### config.mk
export PLATFORM = sky130hd
export DESIGN_NAME = flash_regs
export DESIGN_NICKNAME = d
export VERILOG_FILES = /design/src/verilog/flash_regs_pkg.sv /design/src/verilog/tick_divider.sv /design/src/verilog/flash_regs.sv
export SDC_FILE = /design/constraint.sdc
export NUM_CORES = 1
export LEC_CHECK = 0
export BUFFER_PORTS_ARGS = -buffer_cell sky130_fd_sc_hd__buf_2
export CORE_AREA = 8 8 82 84
export CTS_CLUSTER_DIAMETER = 30
export DETAILED_ROUTE_END_ITERATION = 16
export DIE_AREA = 0 0 90 92
export PLACE_DENSITY = 0.67
export SLEW_MARGIN = 15
export SYNTH_ARGS = -nofsm -noshare
export SYNTH_HDL_FRONTEND = slang
export SYNTH_HIERARCHICAL = 1
export SYNTH_SLANG_ARGS = --single-unit
### constraint.sdc
create_clock -name core_clk_in -period 1.7 [get_ports core_clk_in]
set_input_delay 0.17 -clock core_clk_in [delete_from_list [all_inputs] [get_ports core_clk_in]]
set_output_delay 0.17 -clock core_clk_in [all_outputs]
set_load 0.02 [all_outputs]
### src/verilog/flash_regs_pkg.sv
// Constants and types shared by the flash divider and security registers.
package flash_regs_pkg;

  // ----------------------------------------------------------------------
  // Register map and widths
  // ----------------------------------------------------------------------
  localparam int        BUS_AW        = 8;
  localparam int        BUS_DW        = 8;
  localparam logic [7:0] OFS_CLK_DIV  = 8'h00;
  localparam logic [7:0] OFS_SECURITY = 8'h01;
  localparam logic [7:0] OFS_CMD_IDX  = 8'h02;
  localparam int        DIV_W         = 6;
  localparam int        IDX_W         = 3;

  // ----------------------------------------------------------------------
  // Field positions
  // ----------------------------------------------------------------------
  localparam int LOADED_BIT = 7;
  localparam int LOCK_BIT   = 6;
  localparam int KEY_MSB    = 7;
  localparam int KEY_LSB    = 6;
  localparam int SEC_MSB    = 1;
  localparam int SEC_LSB    = 0;

  // ----------------------------------------------------------------------
  // Codes and reset values
  // ----------------------------------------------------------------------
  localparam logic [1:0]       KEY_ENABLED   = 2'h2;
  localparam logic [1:0]       SEC_UNSECURED = 2'h2;
  localparam logic [7:0]       SEC_FAULT_VAL = 8'hff;
  localparam logic [7:0]       SEC_RESET_VAL = 8'hff;
  localparam logic [DIV_W-1:0] DIV_RESET     = 6'h00;
  localparam logic [7:0]       ZERO_BYTE     = 8'h00;

  // Reset sequence of the security register, Gray coded.
  typedef enum logic [1:0] {
    SEQ_FETCH = 2'h0,
    SEQ_READY = 2'h1
  } seq_state_t;

endpackage

### src/verilog/tick_divider.sv
// Programmable divider that turns the bus clock into a timebase tick.
`timescale 1ns/100ps
module tick_divider #(
  parameter int CNT_W = 6
) (
  // Clock and reset.
  input  wire logic             core_clk_in,
  input  wire logic             arst_n_in,
  // Control.
  input  wire logic             run_in,
  input  wire logic [CNT_W-1:0] div_in,
  // Timebase.
  output logic                  tick_out
);
  import flash_regs_pkg::*;

  typedef struct packed {
    logic [CNT_W-1:0] cnt;
    logic             tick;
  } div_state_t;

  div_state_t state_r;
  div_state_t state_nxt;

  // Count 0..div and tick on the wrap; the >= compare recovers at once
  // if the divide value is lowered in the middle of a period.
  always_comb begin
    state_nxt      = state_r;
    state_nxt.tick = 1'b0;
    if (!run_in) begin
      state_nxt.cnt = '0;
    end else if (state_r.cnt >= div_in) begin
      state_nxt.cnt  = '0;
      state_nxt.tick = 1'b1;
    end else begin
      state_nxt.cnt = CNT_W'(state_r.cnt + 1'b1);
    end
  end

  // State register.
  always_ff @(posedge core_clk_in or negedge arst_n_in) begin
    if (!arst_n_in) begin
      state_r <= '0;
    end else begin
      state_r <= state_nxt;
    end
  end

  assign tick_out = state_r.tick;
endmodule // tick_divider

### src/verilog/flash_regs.sv
// Flash clock divider, security and command index registers.
//
// Design decisions made here: the plain strobed port and the register addresses.
`timescale 1ns/100ps
module flash_regs #(
  parameter int IDX_BITS = flash_regs_pkg::IDX_W
) (
  // Clock and reset.
  input  wire logic                              core_clk_in,
  input  wire logic                              arst_n_in,
  // Register port.
  input  wire logic [flash_regs_pkg::BUS_AW-1:0] addr_in,
  input  wire logic [flash_regs_pkg::BUS_DW-1:0] wdata_in,
  input  wire logic                              wr_in,
  input  wire logic                              rd_in,
  output logic      [flash_regs_pkg::BUS_DW-1:0] rdata_out,
  // Mode and security sources.
  input  wire logic                              special_mode_in,
  input  wire logic                              sec_load_in,
  input  wire logic [7:0]                        sec_byte_in,
  input  wire logic                              sec_dbl_fault_in,
  input  wire logic                              backdoor_unsecure_in,
  // Status and timebase.
  output logic                                   sec_fetch_req_out,
  output logic                                   tick_1mhz_out,
  output logic      [flash_regs_pkg::DIV_W-1:0]  divide_value_out,
  output logic                                   divider_loaded_out,
  output logic                                   backdoor_key_enabled_out,
  output logic                                   unsecured_out,
  output logic      [IDX_BITS-1:0]               command_index_out
);
  import flash_regs_pkg::*;

  // ----------------------------------------------------------------------
  // State
  // ----------------------------------------------------------------------
  typedef struct packed {
    seq_state_t          seq;
    logic                loaded;
    logic                lock;
    logic [DIV_W-1:0]    div;
    logic [7:0]          sec;
    logic [IDX_BITS-1:0] idx;
    logic [BUS_DW-1:0]   rdata;
  } regs_t;

  localparam regs_t REGS_RESET = '{
    seq:    SEQ_FETCH,
    loaded: 1'b0,
    lock:   1'b0,
    div:    DIV_RESET,
    sec:    SEC_RESET_VAL,
    idx:    '0,
    rdata:  ZERO_BYTE
  };

  regs_t state_r;
  regs_t state_nxt;

  logic  wr_div;
  logic  wr_idx;
  logic  rd_div;
  logic  rd_sec;
  logic  rd_idx;

  // ----------------------------------------------------------------------
  // Address decode
  // ----------------------------------------------------------------------
  // Writes to the security offset decode to nothing at all.
  assign wr_div = wr_in && (addr_in == OFS_CLK_DIV);
  assign wr_idx = wr_in && (addr_in == OFS_CMD_IDX);
  assign rd_div = rd_in && (addr_in == OFS_CLK_DIV);
  assign rd_sec = rd_in && (addr_in == OFS_SECURITY);
  assign rd_idx = rd_in && (addr_in == OFS_CMD_IDX);

  // ----------------------------------------------------------------------
  // Next state
  // ----------------------------------------------------------------------
  // The security byte is taken only while the reset sequence is still
  // fetching, so a late load pulse can never overwrite a live value.
  always_comb begin
    state_nxt       = state_r;
    state_nxt.rdata = ZERO_BYTE;

    // Security load sequence after reset release.
    unique case (state_r.seq)
      SEQ_FETCH: begin
        if (sec_load_in) begin
          state_nxt.seq = SEQ_READY;
          if (sec_dbl_fault_in) begin
            state_nxt.sec = SEC_FAULT_VAL;
          end else begin
            state_nxt.sec = sec_byte_in;
          end
        end
      end
      SEQ_READY: begin
        if (backdoor_unsecure_in) begin
          state_nxt.sec[SEC_MSB:SEC_LSB] = SEC_UNSECURED;
        end
      end
      default: begin
        state_nxt.seq = SEQ_FETCH;
      end
    endcase

    // Divider write; the loaded flag follows any write, never the data.
    if (wr_div) begin
      state_nxt.loaded = 1'b1;
      if (special_mode_in) begin
        state_nxt.lock = wdata_in[LOCK_BIT];
        state_nxt.div  = wdata_in[DIV_W-1:0];
      end else if (!state_r.lock) begin
        state_nxt.lock = wdata_in[LOCK_BIT];
        state_nxt.div  = wdata_in[DIV_W-1:0];
      end
      // A locked normal-mode write is dropped silently.
    end

    // Command index write; upper bits have no storage.
    if (wr_idx) begin
      state_nxt.idx = wdata_in[IDX_BITS-1:0];
    end

    // Read data are valid only in the cycle after the read strobe.
    if (rd_div) begin
      state_nxt.rdata = {state_r.loaded, state_r.lock, state_r.div};
    end else if (rd_sec) begin
      state_nxt.rdata = state_r.sec;
    end else if (rd_idx) begin
      state_nxt.rdata = BUS_DW'(state_r.idx);
    end
  end

  // ----------------------------------------------------------------------
  // State register
  // ----------------------------------------------------------------------
  always_ff @(posedge core_clk_in or negedge arst_n_in) begin
    if (!arst_n_in) begin
      state_r <= REGS_RESET;
    end else begin
      state_r <= state_nxt;
    end
  end

  // ----------------------------------------------------------------------
  // Timebase
  // ----------------------------------------------------------------------
  // The tick runs only after software has loaded a divide value; before
  // that the reset value would give a tick at the full bus rate.
  tick_divider #(
    .CNT_W (DIV_W)
  ) u_tick_divider (
    .core_clk_in (core_clk_in),
    .arst_n_in   (arst_n_in),
    .run_in      (state_r.loaded),
    .div_in      (state_r.div),
    .tick_out    (tick_1mhz_out)
  );

  // ----------------------------------------------------------------------
  // Outputs
  // ----------------------------------------------------------------------
  // The key and unsecured decodes below come straight from the stored security byte.
  assign rdata_out                = state_r.rdata;
  assign divide_value_out         = state_r.div;
  assign divider_loaded_out       = state_r.loaded;
  assign command_index_out        = state_r.idx;
  assign sec_fetch_req_out        = (state_r.seq == SEQ_FETCH);
  assign backdoor_key_enabled_out =
    (state_r.sec[KEY_MSB:KEY_LSB] == KEY_ENABLED);
  assign unsecured_out            =
    (state_r.sec[SEC_MSB:SEC_LSB] == SEC_UNSECURED);
endmodule // flash_regs

Word-level counts from Yosys, hierarchy flattened --
Cells that the tools add are included.
Storage, ports and cells: register bits 36, bits of input ports 32, output and inout port bits 22
Operators by class: add/sub/neg operators 1, $lt $le $gt $ge 1, equality and inequality tests 8, multiplexer cells 15, bitwise logic cells 1, reductions and logical operators 12
Operators by type and width (count):
- two-way mux 8 bit | 3
- two-way mux 7 bit | 2
- two-way mux 6 bit | 2
- equality test 8 x 1 -> 1 bit (second input constant) | 1
- equality test 8 x 2 -> 1 bit (second input constant) | 1
- zero test 8 bit | 1
- case mux 2 bit (2 select lines) | 2
- adder 6 x 1 -> 6 bit (second input constant) | 1
- greater-or-equal comparator 6 bit | 1
- two-way mux 2 bit | 3
- inequality test 2 bit (second input constant) | 3
- AND reduction 2 bit | 3
- logical AND 1 bit | 5
- equality test 2 bit (second input constant) | 2
- two-way mux 3 bit | 1
- AND reduction 3 bit | 1
- equality test 2 x 1 -> 1 bit (second input constant) | 1
- zero test 2 bit | 1
- two-way mux 1 bit | 2
- nonzero test 2 bit | 1
- NOT 1 bit | 1

Depth between registers and ports, before layout --
Gate-level depths: netlist of the first run.
word-level depth 5, mapped depth 6

By module --
The synthesis of the first run kept the hierarchy.
Modules (own cells, without submodules):
- flash_regs | instances 1, cells an instance 127, area an instance 1418.9 um^2, sequential area each 710.7 um^2
- tick_divider | instances 1, cells an instance 45, area an instance 445.4 um^2, sequential area each 175.2 um^2

Worst setup path after synthesis of the first run --
OpenSTA, ideal clock, no wires.
path kind in2reg, from input addr_in[0] in the netlist's numbering, to register state_r (netlist bit divide_value_out[0]), data arrival time 1259 ps, slack 316 ps, stages 5, buffers on the path 2, cell sequence buf_6 -> nor4b_4 -> and4b_1 -> buf_6 -> mux2_4
On the way: word-level cells in the longest chain between the ends 3
RTL lines:
- from (decl) | line flash_regs.sv:12 | input wire logic [flash_regs_pkg::BUS_AW-1:0] addr_in,
- zero test 8 bit | line flash_regs.sv:70 | assign wr_div = wr_in && (addr_in == OFS_CLK_DIV);
- logical AND 1 bit | line flash_regs.sv:70
- AND reduction 2 bit (no source line)
- to (signal assigned) | line flash_regs.sv:142 | state_r <= state_nxt;
- to (decl) | line flash_regs.sv:57 | regs_t state_r;
Every way passes these cells. A chain may end at the register's enable or synchronous reset.

==> flow_metrics.tcl, run 1 <==
set metrics [dict create \
    cp-end-kind "register" \
    cpPeakStageDelay_ns 0.41 \
    postCtsSetupRepairBufs 0 \
    wirelength_mm 4.09 \
    diodes 0 \
    synth-seq-cells 35 \
    seq_power_share_pct 52.5 \
    ant_nets 0 \
    fin_skew_ns 0.00537 \
    grt_pass1_wl_mm 6.81 \
    synth-async-reset-ratio_pct 100 \
    setup_slack_ns 0.222 \
    synth_fp_nets 211 \
    cts_sinks 35 \
    drc_errors 0 \
    max-slew-margin-rel_pct 72.0 \
    die_area_sq_um 8280 \
    p_sw_uw 426 \
    total_power_mw 1.72 \
    syn_to_final_growth_pct 18.3 \
    fp.dieH_um 92 \
    slowest_stage "dfrtp_1" \
    avgSynthCellArea_sq_um 10.8 \
    rsz0062_at_grt "false" \
    finalCriticalPeriod_ns 1.48 \
    critical_path_class "register to register" \
    via_count 1279 \
    cp.required_ns 1.91 \
    hold_path.startpoint "backdoor_unsecure_in" \
    cp_cell_sequence "inv_1 -> ha_1 -> nand2b_4 -> a21oi_2 -> o211ai_2 -> nor2_1" \
    cts_root_buf "clkbuf_8" \
    status "finished, final reports clean" \
    min_period_over_period_pct 86.9 \
    antenna_found_initial 0 \
    wl_per_cell_um 14.2 \
    p_sw_share_pct 24.7 \
    numPortBuffers 52 \
    hold_viol 0 \
    ir_worst_vdd_mv 0.379 \
    io-pin-count 54 \
    synth_top_area_share_pct 36.2 \
    drv_slew 0 \
    hpwl_mm 3.21 \
    p_comb_share_pct 11.4 \
    maxCapViolCount 0 \
    ys_top_cells_by_count "dfrtp_1 (27), nor2_1 (19), buf_4 (17), nand2_1 (12), inv_1 (10)" \
    cts_tree "done" \
    cts_resized 0 \
    worst_pin_slew_ns 0.420 \
    avgViaCountPerCell 4.44 \
    dr.first_iter.drc_count 61 \
    clock_path_buffers 2 \
    r2r_start "u_tick_divider/state_r[1]" \
    hold_path.class "input port to register" \
    drive_gt1_share_pct 42.1 \
    fin_setup_tns_ns 0 \
    h-tree-depth 2 \
    fp.coreArea_sq_um 5410 \
    synth.cell_area_sq_um 1860 \
    gp_congestion 0.763 \
    die_x_um 90 \
    yosysTopAreaCell "dfrtp_1" \
    netlist_top_cells_area "dfrtp_1 (36%), dfstp_2 (11%), buf_4 (6.8%)" \
    cts_buffers 5 \
    seq_area_sq_um 886 \
    synth_edf_count 0 \
    finalNetCount 254 \
    cp-startpoint "u_tick_divider/state_r[1]" \
    p_clk_share_pct 36.1 \
    powerDensity_nw_per_um2 782 \
    post-place-ws_ns 0.235 \
    yosys_warnings 6 \
    multi_input_area_sq_um 779 \
    ys_types 36 \
    power.internal_mw 1.30 \
    setup_viol 0 \
    fmax_ghz 0.677 \
    initial_core_util_pct 34.5 \
    arrival_ns 1.69 \
    yosysSeqAreaShare_pct 47.5 \
    synthCells 172 \
    clk_latency_ns 0.28 \
    grt_usage_pct 10.2 \
    worst-path-max-fanout 6 \
    power.leakage_nw 1.12 \
    yosys.cell_count.top_type "dfrtp_1" \
    dr.pass1.iters 4 \
    grt_max_degree 36 \
    synth_ff_type "dfrtp_1" \
    worstSetupStartpointType "register" \
    nFillCells 566 \
    clk_pin_slew_ns 0.07 \
    grt_pass1_vias 1393 \
    rows 27 \
    overflow 0 \
]
[per-layer routing]
layer / GRT usage [%] / share of wire [%]
met3: 3.26 / 5.4
met2: 16.3 / 48
met5: 0 / 0
met4: 4.99 / 1.6
met1: 12.2 / 45
[cell usage in the layout, fill, tap and decap left out, types with 2 or more instances in the layout]
cell and count:
buf_4 4, nand2_1 12, nor2_1 19, a21oi_1 4, buf_2 52, mux2i_1 8, inv_1 10, xor2_1 3
nand3_1 5, dfstp_2 8, mux2_2 3, clkbuf_8 6, nand2b_1 3, mux2_4 6, ha_1 7, and4b_1 2
dfrtp_1 27, or2_2 4, a21oi_2 2, nor2b_1 2, o21ai_0 9, o32ai_1 2
[worst paths after layout]
kind                       cells after the start                        end  slack, ns
max in group asynchronous                      3                state_r[12]       1.08
hold / removal                                 2                state_r[11]       0.04
min in group asynchronous                      3    u_tick_divider/tick_out       0.37
setup reg to reg                               6  u_tick_divider/state_r[5]       0.22
setup / recovery                               6  u_tick_divider/state_r[5]       0.22
hold reg to reg                                2                state_r[13]       0.48
[critical path, delay by kind of cell, from the launching register on]
family,cells,cell delay (ns)
simple gates,2,0.29
compound gates,2,0.35
buf+inv,1,0.06
flops,1,0.41
fa+ha+maj,1,0.29
[repair_timing]
item / in CTS / in global routing
hold buffers: 1 / 0
setup endpoints to repair: 0 / 0
endpoints found under the hold margin: 27 / 0
[cell type report]
cell class	count	share of cell area, %
Inverter	10	1.70
Clock inverter	1	0.227
Timing Repair Buffer	58	14.5
Sequential cell	35	40.2
Multi-Input combinational cell	105	35.4
Clock buffer	7	3.92
Tap cell	72	4.09
[sequential cells by signal, indices dropped and copies added, names as in the netlist]
signal and count:
divider_loaded_out 1, u_tick_divider/state_r 6, command_index_out 3, divide_value_out 6
rdata_out 8, u_tick_divider/tick_out 1, state_r 10
[kinds of logic after synthesis]
logic type               after synthesis  synth area share, %
AO/OA/AOI/OAI                         21                 7.18
XOR/XNOR                               4                 1.88
adder cells (fa/ha/maj)                7                 4.70
buffers and inverters                 32                 10.7
flip-flops                            35                 47.5
multiplexers                          17                 10.9
AND/OR/NAND/NOR                       56                 17.1
[power by group through the flow]
| stage | clock (mW) | sequential (mW) | combinational [mW] |
|---|---|---|---|
| after global routing | 0.676 | 0.910 | 0.220 |
| after floorplan | 0 | 0.918 | 0.108 |
| after CTS | 0.645 | 0.906 | 0.201 |
| after detailed placement | 0 | 0.921 | 0.198 |
| final | 0.622 | 0.905 | 0.196 |
| after global placement | 0 | 0.920 | 0.194 |
[stage by stage]
step	hold slack, ns	util, %	instances	instance area, sq um
finish	0.0445	40.8	288	2200
global route	0.0614	40.8	288	2200
CTS	0.0358	40.8	288	2200
detailed placement	0.143	38.9	279	2100
global placement	0.144	38.9	279	2100
floorplan	-0.126	-	172	1860
(Power assumes the default switching activity.)
==> inputs of run 2 (changes only) <==
Settings changed: CORE_AREA 8 8 82 84 to 8 8 78 80, DIE_AREA 0 0 90 92 to 0 0 86 88, PLACE_DENSITY 0.67 to 0.72.
==> flow_metrics.tcl, run 2 (same netlist as run 1, synthesis figures left out) <==
set metrics [dict create \
    cts_resized 0 \
    fp.dieH_um 88 \
    finalCriticalPeriod_ns 1.46 \
    grt_usage_pct 11.1 \
    use_met1_pct 12.1 \
    cp.required_ns 1.91 \
    met2_usage_pct 18.9 \
    via_count 1274 \
    fin_setup_tns_ns 0 \
    die_area_sq_um 7570 \
    gp_congestion 0.827 \
    cts_sinks 35 \
    wl_per_cell_um 13.4 \
    cts_tree "done" \
    dp.cells 276 \
    ant_nets 0 \
    grt_max_degree 36 \
    diodes 0 \
    final_cells 285 \
    worst_pin_slew_ns 0.758 \
    largest_register_ffs 10 \
    grt_pass1_wl_mm 6.47 \
    arrival_ns 1.67 \
    hold_path.class "input port to register" \
    hpwl_mm 3.07 \
    cp-end-kind "register" \
    antenna_found_initial 0 \
    drv_slew 0 \
    maxCapViolCount 0 \
    overflow 0 \
    grt_pass1_vias 1364 \
    io-pin-count 54 \
    setup_viol 0 \
    ir_worst_vdd_mv 0.356 \
    rsz0062_at_grt "false" \
    clock_path_buffers 2 \
    cts_buffers 5 \
    finalNetCount 253 \
    avgViaCountPerCell 4.47 \
    grt.busiest_layer "met2" \
    postCtsSetupRepairBufs 0 \
    worstSetupStartpointType "register" \
    fp.coreArea_sq_um 4910 \
    powerDensity_nw_per_um2 787 \
    cts_hold_buf 1 \
    power.leakage_nw 1.11 \
    cts_root_buf "clkbuf_8" \
    dr.first_iter.drc_count 43 \
    status "finished, final reports clean" \
    drc_errors 0 \
    critical_path_class "register to register" \
    fin_skew_ns 0.0107 \
    worst-path-max-fanout 6 \
    numPortBuffers 52 \
    use_met3_pct 4.13 \
    hold_slack_ns 0.0377 \
    total_power_mw 1.72 \
    h-tree-depth 2 \
    min_period_over_period_pct 85.9 \
    clk_pin_slew_ns 0.07 \
    fmax_ghz 0.685 \
    clk_latency_ns 0.29 \
    hold_viol 0 \
    post-place-ws_ns 0.224 \
    max-slew-margin-rel_pct 49.5 \
    most-common-layout-cells "buf_2 (52), dfrtp_1 (27), nor2_1 (19)" \
    syn_to_final_growth_pct 17.0 \
    final_common_cell "buf_2" \
    setup_slack_ns 0.240 \
    nFillCells 465 \
    initial_core_util_pct 38.0 \
    rows 26 \
    dr.pass1.iters 4 \
    regMostFlops "state_r" \
    wirelength_mm 3.83 \
    drive_gt1_share_pct 41.9 \
    die_x_um 86 \
]
==> run 2: cell types whose count changed in the layout (fill, tap and decap cells not counted), sizes merged <==
cell	before	now
buf	57	56
==> run 2: layout make-up <==
type                    instances  area (sq um)  area share (%)
flip-flops and latches         35           886            40.6
multi-input cells             105           779            35.7
repair buffers                 57           300            13.8
well taps                      70          87.6            4.01
clock buffers                   7          86.3            3.96
inverters                      10          37.5            1.72
clock inverters                 1          5.00           0.229
==> run 2: per-stage QoR <==
step | util, % | cell area (sq um)
final | 44.4 | 2180
after global placement | 42.4 | 2080
after CTS | 44.4 | 2180
after floorplan | - | 1860
after detailed placement | 42.4 | 2080
after global routing | 44.4 | 2180
==> run 2: critical path, stage by stage (launching register included) <==
cell and delay (ns):
dfrtp_1 0.40, inv_1 0.06, ha_1 0.32, a21oi_2 0.13
o21a_1 0.17, o211ai_2 0.16, nor2_1 0.14
==> run 2: power by group <==
part | internal (mW) | switching (mW) | leakage [nW] | total (mW)
logic | 0.0854 | 0.103 | 0.609 | 0.188
clock network | 0.327 | 0.298 | 0.0482 | 0.624
registers | 0.881 | 0.0251 | 0.449 | 0.906
total | 1.29 | 0.425 | 1.11 | 1.72
==> run 2: final timing paths <==
path / from / to / slack [ns] / cells past startpoint
setup / recovery: divide_value_out[5] / u_tick_divider/state_r[1] / 0.24 / 6
hold / removal: backdoor_unsecure_in / state_r[11] / 0.04 / 2
setup reg to reg: divide_value_out[5] / u_tick_divider/state_r[1] / 0.24 / 6
hold reg to reg: state_r[13] / state_r[13] / 0.48 / 2
max in group asynchronous: arst_n_in / u_tick_divider/state_r[5] / 0.73 / 2
min in group asynchronous: arst_n_in / u_tick_divider/state_r[6] / 0.48 / 2
==> run 2: layer usage <==
metal	up-vias	share of wire, %
met2	35	50
met4	0	1.7
li1	644	-
met5	-	0
met1	589	42
met3	6	6.1
